--- src/hw/hltc_pkg.sv ---
/*
 * Package for the hardware limit timer control block: register offsets,
 * field positions, reset values, encodings and bus carriers.
 * Assumes a plain register port with 12-bit addresses and 8-bit data.
 */
package hltc_pkg;

  // register byte addresses
  localparam logic [11:0] HLTC_OFF_COUNT  = 12'h28c;
  localparam logic [11:0] HLTC_OFF_PERIOD = 12'h28d;
  localparam logic [11:0] HLTC_OFF_CTRL   = 12'h28e;
  localparam logic [11:0] HLTC_OFF_HLT    = 12'h28f;
  localparam logic [11:0] HLTC_OFF_CLKSRC = 12'h290;
  localparam logic [11:0] HLTC_OFF_RSTSEL = 12'h291;
  localparam logic [11:0] HLTC_OFF_IRQST  = 12'h292;
  localparam logic [11:0] HLTC_OFF_IRQMSK = 12'h293;

  // timer_control fields
  localparam int HLTC_CTRL_ON_BIT = 7;
  // hardware_limit_control fields
  localparam int HLTC_HLT_PRESCALER_OUTPUT_SYNC_BIT = 7;
  localparam int HLTC_HLT_INPUT_EDGE_POLARITY_BIT  = 6;
  localparam int HLTC_HLT_ENABLE_TO_CLOCK_SYNC_BIT = 5;

  // reset values
  localparam logic [7:0] HLTC_RST_COUNT  = 8'h00;
  localparam logic [7:0] HLTC_RST_PERIOD = 8'hff;
  localparam logic [7:0] HLTC_RST_CTRL   = 8'h00;
  localparam logic [7:0] HLTC_RST_HLT    = 8'h00;
  localparam logic [2:0] HLTC_RST_CLKSRC = 3'h0;
  localparam logic [3:0] HLTC_RST_RSTSEL = 4'h0;

  // run-bit start delay in timer input clocks with enable sync
  localparam logic [1:0] HLTC_ENABLE_TO_CLOCK_SYNC_CLKS = 2'h2;

  // one-shot mode codes that self-clear the run bit on period match
  localparam logic [4:0] HLTC_MODE_OS_SW    = 5'h08;
  localparam logic [4:0] HLTC_MODE_OS_EDGE  = 5'h0e;
  localparam logic [4:0] HLTC_MODE_OS_EDGE2 = 5'h0f;
  localparam logic [4:0] HLTC_MODE_MONO_LO  = 5'h11;
  localparam logic [4:0] HLTC_MODE_MONO_HI  = 5'h13;

  // clock source codes
  typedef enum logic [2:0] {
    HLTC_CS_PIN   = 3'h0,
    HLTC_CS_INSTR = 3'h1,
    HLTC_CS_SYS   = 3'h2,
    HLTC_CS_HFOSC = 3'h3,
    HLTC_CS_LFOSC = 3'h4,
    HLTC_CS_MF500 = 3'h5,
    HLTC_CS_MF32  = 3'h6,
    HLTC_CS_RSVD  = 3'h7
  } hltc_cs_t;

  localparam logic [3:0] HLTC_RS_LAST = 4'h4;

  typedef struct packed {
    logic [11:0] addr;
    logic [7:0]  wdata;
    logic        wr;
    logic        rd;
  } hltc_bus_req_t;

  // candidate clock levels: pin, hf, lf, 500k, 32k (instr and sys made inside)
  typedef struct packed {
    logic pin;
    logic hfosc;
    logic lfosc;
    logic mf500;
    logic mf32;
  } hltc_clk_in_t;

  typedef struct packed {
    logic pin;
    logic capcomp1;
    logic capcomp2;
    logic pulse3;
    logic pulse4;
  } hltc_rst_in_t;

endpackage

--- src/hw/hltc_timer.sv ---
/*
 * Control and configuration logic of an 8-bit period timer with hardware
 * limit: register map, clock and reset source selection, edge polarity,
 * prescaler and postscaler, run-bit synchronisation, interrupt flag.
 * Assumes all inputs are synchronous to CLK; clock sources arrive as
 * levels sampled on CLK and are edge-detected here.
 */
`timescale 1ns/1ps

import hltc_pkg::*;

module hltc_timer (
  // clock and reset
  input  wire logic               CLK,
  input  wire logic               ARST_N,
  // register port
  input  wire hltc_pkg::hltc_bus_req_t BUS,
  output logic [7:0]              RDATA,
  // clock and reset sources
  input  wire hltc_pkg::hltc_clk_in_t  CLK_SRC,
  input  wire hltc_pkg::hltc_rst_in_t  RST_SRC,
  input  wire logic               SLEEP,
  // results
  output logic                    MATCH_OUT,
  output logic                    IRQ
);
  import hltc_pkg::*;

  logic [7:0] count;
  logic [7:0] period;
  logic [7:0] ctrl;
  logic [7:0] hlt;
  logic [2:0] clksrc;
  logic [3:0] rstsel;
  logic       irq_st;
  logic       irq_msk;

  logic [1:0] instr_div;
  logic       instr_tick;
  logic       sel_lvl;
  logic       sel_q;
  logic       in_edge;
  logic [6:0] pre_cnt;
  logic       pre_out;
  logic       pre_sync;
  logic       tick;
  logic [1:0] on_sync;
  logic       run;
  logic       ext_rst;
  logic       ext_q;
  logic       match;
  logic [3:0] post_cnt;
  logic       post_ev;
  logic       hw_clear;
  logic       sw_on_wr;
  logic [4:0] mode;
  logic       wr_count;
  logic       wr_period;
  logic       wr_hlt;
  logic       wr_clksrc;
  logic       wr_rstsel;
  logic       wr_irqst;
  logic       wr_irqmsk;
  logic       ext_rise;

  assign mode     = hlt[4:0];
  assign sw_on_wr = BUS.wr && (BUS.addr == HLTC_OFF_CTRL);

  // one write decode per register; unmapped addresses match none
  assign wr_count  = BUS.wr && (BUS.addr == HLTC_OFF_COUNT);
  assign wr_period = BUS.wr && (BUS.addr == HLTC_OFF_PERIOD);
  assign wr_hlt    = BUS.wr && (BUS.addr == HLTC_OFF_HLT);
  assign wr_clksrc = BUS.wr && (BUS.addr == HLTC_OFF_CLKSRC);
  assign wr_rstsel = BUS.wr && (BUS.addr == HLTC_OFF_RSTSEL);
  assign wr_irqst  = BUS.wr && (BUS.addr == HLTC_OFF_IRQST);
  assign wr_irqmsk = BUS.wr && (BUS.addr == HLTC_OFF_IRQMSK);

  // instruction clock is the system clock divided by four
  always_ff @(posedge CLK or negedge ARST_N) begin
    if (!ARST_N) begin
      instr_div <= 2'h0;
    end else begin
      instr_div <= instr_div + 2'h1;
    end
  end
  assign instr_tick = (instr_div == 2'h3);

  always_comb begin
    unique case (hltc_cs_t'(clksrc))
      HLTC_CS_PIN:   sel_lvl = CLK_SRC.pin;
      HLTC_CS_INSTR: sel_lvl = instr_div[1];
      HLTC_CS_SYS:   sel_lvl = ~sel_q;
      HLTC_CS_HFOSC: sel_lvl = CLK_SRC.hfosc;
      HLTC_CS_LFOSC: sel_lvl = CLK_SRC.lfosc;
      HLTC_CS_MF500: sel_lvl = CLK_SRC.mf500;
      HLTC_CS_MF32:  sel_lvl = CLK_SRC.mf32;
      HLTC_CS_RSVD:  sel_lvl = sel_q;
    endcase
  end

  always_ff @(posedge CLK or negedge ARST_N) begin
    if (!ARST_N) begin
      sel_q <= 1'b0;
    end else begin
      sel_q <= sel_lvl;
    end
  end

  // polarity picks falling or rising edge
  always_comb begin
    if (hlt[HLTC_HLT_INPUT_EDGE_POLARITY_BIT]) begin
      in_edge = sel_q && !sel_lvl;
    end else begin
      in_edge = !sel_q && sel_lvl;
    end
  end

  always_ff @(posedge CLK or negedge ARST_N) begin
    if (!ARST_N) begin
      pre_cnt <= 7'h00;
    end else if (!ctrl[HLTC_CTRL_ON_BIT]) begin
      pre_cnt <= 7'h00;
    end else if (in_edge) begin
      pre_cnt <= pre_cnt + 7'h01;
    end
  end

  // prescale ratio 1:2^n from the pre_cnt carry chain
  always_comb begin
    if (ctrl[6:4] == 3'h0) begin
      pre_out = in_edge;
    end else begin
      pre_out = in_edge && (&(pre_cnt | ~((7'h01 << ctrl[6:4]) - 7'h01)));
    end
  end

  // hold prescaler output until an instruction clock tick
  always_ff @(posedge CLK or negedge ARST_N) begin
    if (!ARST_N) begin
      pre_sync <= 1'b0;
    end else if (!ctrl[HLTC_CTRL_ON_BIT]) begin
      pre_sync <= 1'b0;
    end else if (pre_out) begin
      pre_sync <= 1'b1;
    end else if (instr_tick) begin
      pre_sync <= 1'b0;
    end
  end

  // synced timer does not advance during sleep
  always_comb begin
    if (hlt[HLTC_HLT_PRESCALER_OUTPUT_SYNC_BIT]) begin
      tick = pre_sync && instr_tick && !SLEEP;
    end else begin
      tick = pre_out;
    end
  end

  // run bit passes two timer input clocks before use
  always_ff @(posedge CLK or negedge ARST_N) begin
    if (!ARST_N) begin
      on_sync <= 2'h0;
    end else if (!ctrl[HLTC_CTRL_ON_BIT]) begin
      // a stale stage would let a quick off-on skip the start delay
      on_sync <= 2'h0;
    end else if (in_edge) begin
      on_sync <= {on_sync[0], ctrl[HLTC_CTRL_ON_BIT]};
    end
  end

  assign run = hlt[HLTC_HLT_ENABLE_TO_CLOCK_SYNC_BIT] ? (on_sync[1] && ctrl[HLTC_CTRL_ON_BIT])
                                       : ctrl[HLTC_CTRL_ON_BIT];

  // external reset source mux, reserved codes read low
  always_comb begin
    unique case (rstsel)
      4'h0:    ext_rst = RST_SRC.pin;
      4'h1:    ext_rst = RST_SRC.capcomp1;
      4'h2:    ext_rst = RST_SRC.capcomp2;
      4'h3:    ext_rst = RST_SRC.pulse3;
      4'h4:    ext_rst = RST_SRC.pulse4;
      default: ext_rst = 1'b0;
    endcase
  end

  always_ff @(posedge CLK or negedge ARST_N) begin
    if (!ARST_N) begin
      ext_q <= 1'b0;
    end else begin
      ext_q <= ext_rst;
    end
  end

  // only a rising edge of the chosen source counts, and only while on
  assign ext_rise = ctrl[HLTC_CTRL_ON_BIT] && (mode != 5'h00) && !ext_q && ext_rst;

  assign match = tick && run && (count == period);

  // modes that self-clear run on a period match
  always_comb begin
    unique case (mode)
      HLTC_MODE_OS_SW, HLTC_MODE_OS_EDGE, HLTC_MODE_OS_EDGE2,
      HLTC_MODE_MONO_LO, HLTC_MODE_MONO_HI: hw_clear = match;
      default:                              hw_clear = 1'b0;
    endcase
  end

  // run bit is cleared by hardware in one-shot modes
  always_ff @(posedge CLK or negedge ARST_N) begin
    if (!ARST_N) begin
      ctrl <= HLTC_RST_CTRL;
    end else if (sw_on_wr) begin
      ctrl <= BUS.wdata;
    end else if (hw_clear) begin
      ctrl[HLTC_CTRL_ON_BIT] <= 1'b0;
    end
  end

  // count advances only while running, held otherwise
  // period match clears count on the same timer clock
  always_ff @(posedge CLK or negedge ARST_N) begin
    if (!ARST_N) begin
      count <= HLTC_RST_COUNT;
    end else if (wr_count) begin
      count <= BUS.wdata;
    end else if (ext_rise) begin
      // a rising edge on the selected reset source clears the count to zero
      count <= 8'h00;
    end else if (tick && run) begin
      count <= (count == period) ? 8'h00 : count + 8'h01;
    end
  end

  // postscaler counts matches up to ratio
  always_ff @(posedge CLK or negedge ARST_N) begin
    if (!ARST_N) begin
      post_cnt <= 4'h0;
    end else if (!ctrl[HLTC_CTRL_ON_BIT]) begin
      post_cnt <= 4'h0;
    end else if (match) begin
      post_cnt <= (post_cnt == ctrl[3:0]) ? 4'h0 : post_cnt + 4'h1;
    end
  end
  assign post_ev = match && (post_cnt == ctrl[3:0]);

  always_ff @(posedge CLK or negedge ARST_N) begin
    if (!ARST_N) begin
      period <= HLTC_RST_PERIOD;
    end else if (wr_period) begin
      period <= BUS.wdata;
    end
  end

  // mode field held in limit control
  always_ff @(posedge CLK or negedge ARST_N) begin
    if (!ARST_N) begin
      hlt <= HLTC_RST_HLT;
    end else if (wr_hlt) begin
      hlt <= BUS.wdata;
    end
  end

  always_ff @(posedge CLK or negedge ARST_N) begin
    if (!ARST_N) begin
      clksrc <= HLTC_RST_CLKSRC;
    end else if (wr_clksrc) begin
      clksrc <= BUS.wdata[2:0];
    end
  end

  always_ff @(posedge CLK or negedge ARST_N) begin
    if (!ARST_N) begin
      rstsel <= HLTC_RST_RSTSEL;
    end else if (wr_rstsel) begin
      rstsel <= BUS.wdata[3:0];
    end
  end

  always_ff @(posedge CLK or negedge ARST_N) begin
    if (!ARST_N) begin
      irq_msk <= 1'b0;
    end else if (wr_irqmsk) begin
      irq_msk <= BUS.wdata[0];
    end
  end

  // sticky flag, set wins over write-one clear
  always_ff @(posedge CLK or negedge ARST_N) begin
    if (!ARST_N) begin
      irq_st <= 1'b0;
    end else if (post_ev) begin
      irq_st <= 1'b1;
    end else if (wr_irqst && BUS.wdata[0]) begin
      irq_st <= 1'b0;
    end
  end

  // count is read from the CLK-domain register, always settled
  always_ff @(posedge CLK or negedge ARST_N) begin
    if (!ARST_N) begin
      RDATA <= 8'h00;
    end else if (BUS.rd) begin
      unique case (BUS.addr)
        HLTC_OFF_COUNT:  RDATA <= count;
        HLTC_OFF_PERIOD: RDATA <= period;
        HLTC_OFF_CTRL:   RDATA <= ctrl;
        HLTC_OFF_HLT:    RDATA <= hlt;
        HLTC_OFF_CLKSRC: RDATA <= {5'h00, clksrc};
        HLTC_OFF_RSTSEL: RDATA <= {4'h0, rstsel};
        HLTC_OFF_IRQST:  RDATA <= {7'h00, irq_st};
        HLTC_OFF_IRQMSK: RDATA <= {7'h00, irq_msk};
        default:         RDATA <= 8'h00;
      endcase
    end else begin
      RDATA <= 8'h00;
    end
  end

  always_ff @(posedge CLK or negedge ARST_N) begin
    if (!ARST_N) begin
      MATCH_OUT <= 1'b0;
    end else begin
      MATCH_OUT <= post_ev;
    end
  end

  // event folded in so the line rises with the pulse, not a cycle later
  always_ff @(posedge CLK or negedge ARST_N) begin
    if (!ARST_N) begin
      IRQ <= 1'b0;
    end else begin
      IRQ <= (irq_st || post_ev) && irq_msk;
    end
  end

endmodule

--- config.mk ---
export PLATFORM = sky130hd
export DESIGN_NAME = hltc_timer
export DESIGN_NICKNAME = d
export VERILOG_FILES = /design/src/hw/hltc_pkg.sv /design/src/hw/hltc_timer.sv
export SDC_FILE = /design/constraint.sdc
export NUM_CORES = 1
export LEC_CHECK = 0
export BUFFER_PORTS_ARGS = -buffer_cell sky130_fd_sc_hd__buf_2
export CAP_MARGIN = 10
export CORE_ASPECT_RATIO = 0.9
export CORE_UTILIZATION = 45
export DETAILED_ROUTE_END_ITERATION = 12
export GPL_TIMING_DRIVEN = 0
export SLEW_MARGIN = 20
export SYNTH_ARGS = -nofsm -noshare
export SYNTH_HDL_FRONTEND = slang
export SYNTH_SLANG_ARGS = --single-unit
--- constraint.sdc ---
create_clock -name CLK -period 3.25 [get_ports CLK]
set_input_delay 0.325 -clock CLK [delete_from_list [all_inputs] [get_ports CLK]]
set_output_delay 0.325 -clock CLK [all_outputs]
set_load 0.1 [all_outputs]
==> out/metrics.csv, run 1 <==
stage,metric,value,unit
run_status,status,finished clean,
pwr,Power Density,427,nW/um^2
synthesis,Synth Instances,338,
final_layout,number of inserted diodes,0,
synthesis,Synth top area share,0.424,
placement,setup slack at placement,0.429,ns
synthesis,yosys warns,0,
pwr,Internal Dissipation,1.40,mW
drt,DR vias/cell,5.87,
clock_network,H-tree levels,3,
synthesis,xor/xnor share of the synthesized area,0.0438,
synthesis,Post-Syn Area,3600,um^2
synthesis,Post-synth top cells,"dfrtp_1, mux2_2, nand2_1",
final_layout,Final #Nets,432,
drt,average wire per standard cell,17.8,um
synthesis,mux cell area share after synthesis,0.121,
setup_path,Crit. Startpoint,clksrc[0]$_DFFE_PN0P_,
setup_path,critical path startpoint category,flip-flop,
pwr,Sw Ratio,0.219,
sta,clk_skew,0.00861,ns
floorplan,overall die area,8360,um^2
synthesis,"Seq/Total Area, Yosys",0.483,
synthesis,syn_nets,377,
sta,Final Hold Vio Count,0,
final_layout,layout cell share with drive strength beyond 1,0.261,
pwr,clock network power share,0.472,
synthesis,top post-synthesis cells by area,"dfrtp_1, mux2_2, dfstp_2, xor2_1, nand2_1",
placement,GP Congestion,0.811,
synthesis,Avg Inst Size Synth,10.6,um^2
setup_path,launching point of the worst reg2reg path,clksrc[0]$_DFFE_PN0P_,
floorplan,Core ar.,7660,um^2
worst_hold_path,min-delay worst type,primary input to flip-flop,
setup_path,"Req. time, crit path",3.52,ns
synthesis,synth unique cells,50,
floorplan,# rows,30,
sta,max_slew headroom,0.225,
sta,post-route clock period utilization,0.813,
drt,via count,2899,
pwr,Pwr Total,1.80,mW
placement,Detailed Place HPWL,6430,um
final_layout,final instance area,4210,um^2
pwr,VDD IR-drop max,277,uV
clock_network,# resized after CTS,0,
sta,RSZ-0062 raised after global routing,no,
drt,DR DRC count,0,
global_route,total grt overflow,0,
synthesis,Main synth FF type,dfrtp_1,
setup_path,"Arr. time, crit path",2.91,ns
floorplan,number of I/O pins,45,
global_route,vias in the first global route,2801,
setup_path,kind of critical path,flip-flop to flip-flop,
placement,Post-DP Area,3960,um^2
pwr,switching pwr,0.393,mW
worst_hold_path,Worst Hold Depth,3,
clock_network,Clock Pin Slew Worst Setup and Hold Paths,0.08,ns
sta,Worst-Margin Slew,1.15,ns
synthesis,Synth Area in Simple Gates,0.163,
sta,fin worst setup slack,0.607,ns
pwr,Comb pwr share,0.046,
placement,Port Buffers,42,
pwr,static leakage,1.94,nW
global_route,pin count of the biggest net entering global routing,49,
global_route,first-pass GRT wire length,14500,um
sta,setup TNS,0,ns
synthesis,"flops & latches, synth",69,
synthesis,Post-Synth Adder-Cell Area,0.0139,
synthesis,largest area contributor in the netlist,dfrtp_1,
drt,drt pass-1 iters,5,
worst_hold_path,hold endpoint,ctrl[7]$_DFFE_PN0P_,
synthesis,most frequent cell after synthesis,dfrtp_1,
placement,dpl cells,477,
clock_network,TritonCTS buffer count,9,
global_route,antenna violations before repair,0,
setup_path,CP Capture Type,flip-flop,
sta,min Tclk post-route,2.64,ns
clock_network,TritonCTS sink count,69,
floorplan,die width,96.2,um
clock_network,Root Driver,clkbuf_8,
drt,iteration-0 DRC count of the detailed router,182,
floorplan,die height,86.8,um
pwr,register share of total power,0.482,
job,max cap viols,0,
clock_network,CTS tree,done,
sta,Max Clock Freq,0.378,GHz
sta,Final Slew Violations,0,
setup_path,worst-path fanout max,8,
drt,Final ANT Viol Nets,0,
worst_hold_path,hold_sp,BUS[9],
setup_path,worst r2r path cells,7,
final_layout,non-filler cells in the finished layout,494,
clock_network,clock latency on the worst-skew pair,0.35,ns
floorplan,initial core utilization,0.470,
setup_path,worst r2r dst,post_cnt[3]$_DFFE_PN0P_,
synthesis,largest family of logic cells by synthesized area,simple AND/OR/NAND/NOR gates,
synthesis,Post-synth EDFFs,0,
synthesis,asr flop ratio synth,1.00,
sta,final setup violation count,0,
drt,drt total wl,8790,um
clock_network,CTS Buffer Depth,2,
global_route,GRT Total Usage,0.234,
synthesis,Compound-Gate Fraction of Synth Area,0.161,
setup_path,R2R Setup Slk,0.61,ns
final_layout,P&R area growth vs syn,16.9,%
[flip-flops by register name, indices dropped and copies added, names as in the netlist, 3 cells and up]
register and cells:
count 8, clksrc 3, ctrl 8, RDATA 8
pre_cnt 7, post_cnt 4, hlt 8, rstsel 4
period 8
[power groups by stage]
stage / sequential (mW) / combinational [mW] / clock [mW]
2_1_floorplan: 0.881 / 0.0269 / 0
3_3_place_gp: 0.882 / 0.0777 / 0
3_5_place_dp: 0.882 / 0.0838 / 0
4_1_cts: 0.866 / 0.0851 / 0.859
5_1_grt: 0.866 / 0.0941 / 0.900
6_report: 0.866 / 0.0834 / 0.848
[worst max-delay path, cell delays in order (launching register included)]
cell      delay, ns
dfrtp_1        0.47
mux4_1         0.61
nor2_1         0.19
o211ai_1       0.17
a211oi_4       0.33
o21ai_2        0.15
or4_1          0.49
a21boi_1       0.17
[final cells by class]
cell class / instances / area (um^2)
Fill cell: 712 / 3450
Multi-Input combinational cell: 257 / 1810
Sequential cell: 69 / 1740
Timing Repair Buffer: 44 / 250
Clock buffer: 10 / 128
Tap cell: 96 / 120
Clock inverter: 6 / 111
Inverter: 7 / 26.3
Buffer: 5 / 21.3
[worst max path at each step]
stage | to | cells past startpoint
2_1_floorplan | post_cnt[3]$_DFFE_PN0P_ | 7
3_3_place_gp | ctrl[1]$_DFFE_PN0P_ | 6
3_5_place_dp | ctrl[1]$_DFFE_PN0P_ | 6
4_1_cts | post_cnt[3]$_DFFE_PN0P_ | 7
5_1_grt | post_cnt[3]$_DFFE_PN0P_ | 7
6_report | post_cnt[3]$_DFFE_PN0P_ | 7
[logic make-up after synthesis]
| logic type | Yosys count |
|---|---|
| flops | 69 |
| simple gates | 114 |
| fa+ha+maj | 4 |
| buf+inv | 12 |
| xor+xnor | 18 |
| compound gates | 83 |
| mux | 38 |
[metrics by stage]
step,util,hold slack [ns]
2_1_floorplan,-,0.0294
3_3_place_gp,0.513,0.420
5_1_grt,0.549,0.257
4_1_cts,0.549,0.233
6_report,0.549,0.247
3_5_place_dp,0.517,0.239
[per-layer routing]
layer | vias to the layer above | GRT usage | part of all wire
met4 | 0 | 0.0570 | 0.0072
li1 | 1362 | - | -
met2 | 82 | 0.346 | 0.44
met5 | - | 0 | 0
met3 | 6 | 0.0684 | 0.059
met1 | 1449 | 0.336 | 0.49
[repair_timing]
item | CTS | global route
hold buffers | 1 | 0
endpoints found under the hold margin | 19 | 0
buffers inserted | 0 | 0
[cell usage in the layout, fill, tap and decap left out, drive strengths merged, types with 5 or more instances in the layout]
cell / n
dfstp: 8
nor2b: 8
dfrtp: 61
nor3: 6
o211ai: 5
and3: 5
o21a: 5
nor2: 24
nand2: 30
clkbuf: 13
xor2: 15
o21ai: 15
inv: 7
a22oi: 13
a22o: 7
mux2i: 5
buf: 45
nand3: 7
a21oi: 16
nand4: 5
nand2b: 10
mux2: 32
(Power assumes the default switching activity.)
==> run 2: changes to the inputs <==
--- a/config.mk
+++ b/config.mk
@@ -5,12 +5,14 @@
 export SDC_FILE = /design/constraint.sdc
 export NUM_CORES = 1
 export LEC_CHECK = 0
+export ABC_AREA = 1
 export BUFFER_PORTS_ARGS = -buffer_cell sky130_fd_sc_hd__buf_2
 export CAP_MARGIN = 10
 export CORE_ASPECT_RATIO = 0.9
 export CORE_UTILIZATION = 45
 export DETAILED_ROUTE_END_ITERATION = 12
 export GPL_TIMING_DRIVEN = 0
+export PLACE_DENSITY = 0.67
 export SLEW_MARGIN = 20
 export SYNTH_ARGS = -nofsm -noshare
 export SYNTH_HDL_FRONTEND = slang
==> constraint.sdc (replaced) <==
create_clock -name CLK -period 2.3 [get_ports CLK]
set_input_delay 0.23 -clock CLK [delete_from_list [all_inputs] [get_ports CLK]]
set_output_delay 0.23 -clock CLK [all_outputs]
set_load 0.1 [all_outputs]
==> run 2 against run 1 <==
  * Clock power is 20% higher
  * Sequential share of layout area is 3.0 points lower
  * Final area is 7.9% higher
  * Worst setup slack worse by 0.26 ns
  * Flip-flop and latch count stayed put
  * Clock skew is 0.0046 ns higher
  * Fmax is 35% higher
  * Highest routed layer unchanged
==> out/metrics.csv, run 2 <==
stage,metric,value,unit,change
global_route,GRT Total Usage,0.236,,+0.00218
synthesis,yosys warns,0,,unchanged
final_layout,layout cell share with drive strength beyond 1,0.182,,-0.0796
pwr,VDD IR-drop max,321,uV,+16%
global_route,vias in the first global route,3305,,+18%
setup_path,"Arr. time, crit path",2.25,ns,-0.66 ns
floorplan,overall die area,9130,um^2,+9.2%
synthesis,top post-synthesis cells by area,"dfrtp_1, nand2_1, o21ai_0, inv_1, dfstp_2",,
final_layout,final instance area,4540,um^2,+7.9%
placement,Port Buffers,44,,+4.8%
placement,Detailed Place HPWL,7490,um,+16%
run_status,status,finished clean,,
synthesis,Post-Syn Area,3940,um^2,+9.4%
synthesis,most frequent cell after synthesis,nand2_1,,
sta,Final Hold Vio Count,0,,unchanged
clock_network,H-tree levels,3,,unchanged
pwr,Power Density,707,nW/um^2,+66%
floorplan,die height,90.7,um,+4.5%
synthesis,largest area contributor in the netlist,dfrtp_1,,
sta,final setup violation count,0,,unchanged
pwr,static leakage,2.27,nW,+17%
setup_path,worst-path fanout max,7,,-1
final_layout,number of inserted diodes,0,,unchanged
final_layout,most frequent cells in the layout,"nand2_1, dfrtp_1, inv_1, nor2_1",,
global_route,pin count of the biggest net entering global routing,44,,-10%
clock_network,Post-CTS Setup Bufs,0,,unchanged
synthesis,"flops & latches, synth",69,,unchanged
synthesis,Synth Instances,516,,+53%
synthesis,asr flop ratio synth,1.00,,unchanged
synthesis,Post-synth top cells,"nand2_1, dfrtp_1, inv_1",,
sta,setup TNS,0,ns,unchanged
clock_network,clock latency on the worst-skew pair,0.35,ns,about the same
setup_path,"Req. time, crit path",2.59,ns,-0.93 ns
floorplan,Core ar.,8260,um^2,+7.9%
clock_network,Clock Pin Slew Worst Setup and Hold Paths,0.08,ns,about the same
sta,Worst-Margin Slew,0.684,ns,-0.469 ns
final_layout,"commonest non-fill, non-tap cell in the layout",nand2_1,,
clock_network,TritonCTS sink count,69,,unchanged
sta,clk_skew,0.0132,ns,+0.00457 ns
drt,iteration-0 DRC count of the detailed router,247,,+36%
sta,post-route clock period utilization,0.851,,+0.0378
clock_network,Root Driver,clkbuf_8,,
setup_path,kind of critical path,flip-flop to flip-flop,,
job,max cap viols,0,,unchanged
global_route,total grt overflow,0,,unchanged
drt,DR DRC count,0,,unchanged
drt,average wire per standard cell,14.2,um,-20%
setup_path,critical path startpoint category,flip-flop,,
floorplan,number of I/O pins,45,,unchanged
synthesis,Main synth FF type,dfrtp_1,,
clock_network,TritonCTS buffer count,9,,unchanged
setup_path,CP Capture Type,flip-flop,,
drt,drt total wl,9820,um,+12%
sta,Final Slew Violations,0,,unchanged
sta,max_slew headroom,0.544,,+0.319
sta,RSZ-0062 raised after global routing,no,,
final_layout,Final #Nets,612,,+42%
sta,Max Clock Freq,0.511,GHz,+35%
synthesis,Avg Inst Size Synth,7.63,um^2,-28%
floorplan,initial core utilization,0.476,,+0.00668
placement,GP Congestion,0.886,,+9.2%
drt,Final ANT Viol Nets,0,,unchanged
final_layout,P&R area growth vs syn,15.3,%,
placement,Post-DP Area,4330,um^2,+9.4%
worst_hold_path,min-delay worst type,primary input to flip-flop,,
synthesis,syn_nets,555,,+47%
sta,min Tclk post-route,1.96,ns,-0.686 ns
drt,via count,3616,,+25%
global_route,first-pass GRT wire length,16500,um,+14%
drt,drt pass-1 iters,5,,unchanged
floorplan,# rows,31,,+3.3%
synthesis,synth unique cells,37,,-26%
final_layout,Final Util,0.549,,about the same
synthesis,"Seq/Total Area, Yosys",0.441,,-0.0416
synthesis,Post-synth EDFFs,0,,unchanged
drt,DR vias/cell,5.22,,-11%
floorplan,die width,101,um,+4.5%
clock_network,CTS Buffer Depth,2,,unchanged
clock_network,CTS tree,done,,
global_route,antenna violations before repair,0,,unchanged
clock_network,# resized after CTS,0,,unchanged
synthesis,Synth top area share,0.388,,-0.0366
[run 2: changes by cell type after synthesis, sizes merged, moves of 10 or more]
cell	delta
o21ai	+36
nand3	+33
inv	+57
nor2	+28
a22oi	-13
nand2b	-10
o22ai	+10
nand2	+118
mux2	-32
[run 2: logic make-up (layout without fill, tap and decap cells)]
family                   Yosys count  in the layout  share of synthesized area
XOR/XNOR                          17             17                     0.0378
AO/OA/AOI/OAI                     79             79                      0.115
AND/OR/NAND/NOR                  274            274                      0.317
buffers and inverters             73            135                     0.0760
flip-flops                        69             69                      0.441
adder cells (fa/ha/maj)            4              4                     0.0127
[run 2: metrics by stage]
stage / hold slack, ns / setup WS, ns / total power, mW / instances
finish: 0.107 / 0.343 / 3.21 / 693
CTS: 0.0957 / 0.363 / 3.23 / 693
global placement: 0.413 / 0.401 / 2.18 / 675
global route: 0.138 / 0.200 / 3.42 / 693
floorplan: -0.0656 / 0.782 / 1.99 / 516
detailed placement: 0.176 / 0.386 / 2.20 / 676
[run 2: path summary, 6_finish.rpt]
| kind | slack (ns) | cells after the start | startpoint | to |
|---|---|---|---|---|
| max | 0.34 | 8 | count[0]$_DFFE_PN0P_ | post_cnt[0]$_DFFE_PN0P_ |
| min | 0.11 | 3 | BUS[2] | irq_msk$_DFFE_PN0P_ |
| max reg2reg | 0.34 | 8 | count[0]$_DFFE_PN0P_ | post_cnt[0]$_DFFE_PN0P_ |
| min reg2reg | 0.43 | 1 | instr_div[0]$_DFF_PN0_ | instr_div[0]$_DFF_PN0_ |
| max in group asynchronous | 1.37 | 3 | ARST_N | period[7]$_DFFE_PN1P_ |
| min in group asynchronous | 0.33 | 2 | ARST_N | post_cnt[0]$_DFFE_PN0P_ |
[run 2: final cells by class]
| class | instances | area (um^2) |
|---|---|---|
| buffer | 8 | 55.1 |
| clock buffer | 14 | 163 |
| clock inverter | 2 | 35.0 |
| fill | 817 | 3720 |
| inverter | 65 | 244 |
| multi-input combinational | 374 | 1900 |
| sequential | 69 | 1740 |
| tap | 115 | 144 |
| timing repair buffer | 46 | 260 |
[run 2: worst max-delay path: stages, from the launching register on]
cell	delay, ns
dfrtp_1	0.47
or2_0	0.24
a21oi_1	0.19
nand2_1	0.09
nor3_2	0.34
nand3_1	0.28
inv_1	0.16
nand2_1	0.06
nand2_1	0.06
[run 2: routing by layer]
| metal | up-vias | track usage | share of wire |
|---|---|---|---|
| met5 | - | 0 | 0 |
| met4 | 0 | 0.0640 | 0.021 |
| met3 | 19 | 0.0666 | 0.074 |
| met2 | 131 | 0.348 | 0.42 |
| met1 | 1678 | 0.338 | 0.48 |
| li1 | 1788 | - | - |
[run 2: power by group]
group	internal, mW	total [mW]	switching [mW]
clock	0.561	1.02	0.455
combinational	0.283	0.707	0.424
sequential	1.33	1.49	0.152
total	2.18	3.21	1.03
[run 2: what timing repair did]
action | 4_1_cts | 5_1_grt
hold buffers | 1 | 0
endpoints found under the hold margin | 20 | 0
setup endpoints to repair | 0 | 0
==> run 3: changes to the inputs <==
--- a/config.mk
+++ b/config.mk
@@ -8,11 +8,10 @@
 export ABC_AREA = 1
 export BUFFER_PORTS_ARGS = -buffer_cell sky130_fd_sc_hd__buf_2
 export CAP_MARGIN = 10
-export CORE_ASPECT_RATIO = 0.9
-export CORE_UTILIZATION = 45
+export CORE_ASPECT_RATIO = 0.7
+export CORE_UTILIZATION = 35
 export DETAILED_ROUTE_END_ITERATION = 12
 export GPL_TIMING_DRIVEN = 0
-export PLACE_DENSITY = 0.67
 export SLEW_MARGIN = 20
 export SYNTH_ARGS = -nofsm -noshare
 export SYNTH_HDL_FRONTEND = slang
==> run 3 against run 2 <==
  * Global-route usage down 3.5 points
  * Register-to-register slack about the same
  * Fmax about the same
  * Combinational power up 1%
  * Total power up 14%
  * Flip-flop and latch count unchanged
  * Cell count up 4.8%
  * Sequential power about the same
  * Critical path type unchanged
  * Largest power group unchanged
  * Highest routed layer unchanged
==> out/metrics.csv, run 3 (synthesized netlist as in run 2, its figures left out) <==
stage,metric,value,unit,change
job,max cap viols,0,,unchanged
setup_path,launching point of the worst reg2reg path,count[0]$_DFFE_PN0P_,,
placement,Detailed Place HPWL,8180,um,+9.2%
setup_path,kind of critical path,flip-flop to flip-flop,,
sta,final setup violation count,0,,unchanged
final_layout,non-filler cells in the finished layout,726,,+4.8%
setup_path,Worst path most repeated cell,nand2_1,,
sta,Final Slew Violations,0,,unchanged
pwr,Pwr Total,3.66,mW,+14%
placement,setup slack at placement,0.365,ns,-0.0205 ns
setup_path,"Slowest-stage cell, CP",dfrtp_1,,
sta,RSZ-0062 raised after global routing,no,,
run_status,status,finished clean,,
final_layout,number of inserted diodes,0,,unchanged
placement,GP Congestion,0.876,,-1.1%
clock_network,hold_buf cts,1,,unchanged
setup_path,crit-path cells,or2_0 > a21oi_1 > nand2_1 > nor3_2 > nand3_1 > nand2_1 > nand2_1 > nand2_1,,
drt,DR vias/cell,4.98,,-4.6%
drt,DR DRC count,0,,unchanged
setup_path,"delay-heaviest family, CP",simple AND/OR/NAND/NOR gates,,
setup_path,critical path startpoint category,flip-flop,,
sta,Worst Hold Margin,0.142,ns,+0.0351 ns
drt,Final ANT Viol Nets,0,,unchanged
floorplan,number of I/O pins,45,,unchanged
final_layout,"commonest non-fill, non-tap cell in the layout",nand2_1,,
sta,max_slew headroom,0.536,,-0.00781
floorplan,Core ar.,10600,um^2,+29%
worst_hold_path,min-delay worst type,primary input to flip-flop,,
worst_hold_path,hold_sp,BUS[2],,
setup_path,R2R Setup Slk,0.34,ns,about the same
final_layout,area of the multi-input gates,1900,um^2,unchanged
final_layout,Final Util,0.442,,-0.108
sta,clk_skew,0.00698,ns,-0.00620 ns
placement,dpl cells,709,,+4.9%
sta,fin worst setup slack,0.344,ns,+0.00165 ns
setup_path,CP Capture Type,flip-flop,,
setup_path,CP max stage delay,0.48,ns,about the same
final_layout,Fillers,1083,,+33%
clock_network,CTS Buffer Depth,2,,unchanged
clock_network,TritonCTS sink count,69,,unchanged
final_layout,most frequent cells in the layout,"nand2_1, dfrtp_1, inv_1, nor2_1",,
global_route,pin count of the biggest net entering global routing,53,,+20%
setup_path,worst-path fanout max,7,,unchanged
sta,setup TNS,0,ns,unchanged
sta,Worst-Margin Slew,0.696,ns,+0.0117 ns
floorplan,die height,90.7,um,unchanged
clock_network,Post-CTS Setup Bufs,0,,unchanged
clock_network,clock latency on the worst-skew pair,0.34,ns,about the same
drt,average wire per standard cell,14.9,um,+5.2%
final_layout,P&R area growth vs syn,19.3,%,
sta,Max Clock Freq,0.511,GHz,about the same
final_layout,layout cell share with drive strength beyond 1,0.185,,+0.00346
clock_network,CTS tree,done,,
clock_network,Root Driver,clkbuf_16,,
global_route,first-pass GRT wire length,17600,um,+6.7%
setup_path,"Req. time, crit path",2.57,ns,-0.02 ns
global_route,antenna violations before repair,0,,unchanged
drt,drt total wl,10800,um,+10%
floorplan,# rows,31,,unchanged
final_layout,register area,1740,um^2,unchanged
global_route,total grt overflow,0,,unchanged
floorplan,overall die area,11700,um^2,+28%
pwr,static leakage,2.32,nW,+2.3%
drt,via count,3615,,-0.028%
placement,Post-DP Area,4370,um^2,+0.95%
clock_network,# resized after CTS,0,,unchanged
global_route,GRT Total Usage,0.201,,-0.0351
floorplan,initial core utilization,0.370,,-0.106
setup_path,"Arr. time, crit path",2.23,ns,-0.02 ns
sta,min Tclk post-route,1.96,ns,-0.00165 ns
sta,post-route clock period utilization,0.850,,about the same
clock_network,H-tree levels,3,,unchanged
setup_path,Crit. Startpoint,count[0]$_DFFE_PN0P_,,
final_layout,Final #Nets,612,,unchanged
sta,Final Hold Vio Count,0,,unchanged
drt,drt pass-1 iters,5,,unchanged
pwr,VDD IR-drop max,462,uV,+44%
global_route,vias in the first global route,3279,,-0.79%
pwr,Power Density,779,nW/um^2,+10%
drt,iteration-0 DRC count of the detailed router,291,,+18%
placement,Port Buffers,44,,unchanged
floorplan,die width,129,um,+28%
final_layout,final instance area,4690,um^2,+3.4%
setup_path,"Buf+Inv Stages, Crit Path",0,,-1
clock_network,TritonCTS buffer count,9,,unchanged
clock_network,Clock Pin Slew Worst Setup and Hold Paths,0.06,ns,-0.02 ns
[run 3: cell type report]
cell class,count,share of cell area
multi-input cells,374,0.405
flip-flops and latches,69,0.370
clock buffers,13,0.0576
repair buffers,46,0.0554
inverters,65,0.0520
well taps,148,0.0394
plain buffers,8,0.0117
clock inverters,3,0.00906
[run 3: metal layers]
layer | track usage | share of wire
met5 | 0 | 0
met4 | 0.0608 | 0.014
met3 | 0.0604 | 0.074
met2 | 0.253 | 0.38
met1 | 0.316 | 0.54
[run 3: path summary, 6_finish.rpt]
check,cells past startpoint,to
max,8,post_cnt[3]$_DFFE_PN0P_
min,3,irq_msk$_DFFE_PN0P_
max reg2reg,8,post_cnt[3]$_DFFE_PN0P_
min reg2reg,1,instr_div[0]$_DFF_PN0_
max in group asynchronous,3,period[1]$_DFFE_PN1P_
min in group asynchronous,2,post_cnt[1]$_DFFE_PN0P_
[run 3: tightest hold or removal path, delay by kind of cell]
family	cells	cell delay (ns)
simple gates	1	0.05
compound gates	1	0.07
buf+inv	1	0.09
[run 3: power by group]
part / total [mW] / internal [mW] / switching, mW
Combinational: 0.714 / 0.283 / 0.431
Clock: 1.45 / 0.927 / 0.522
Sequential: 1.50 / 1.34 / 0.159
Total: 3.66 / 2.55 / 1.11
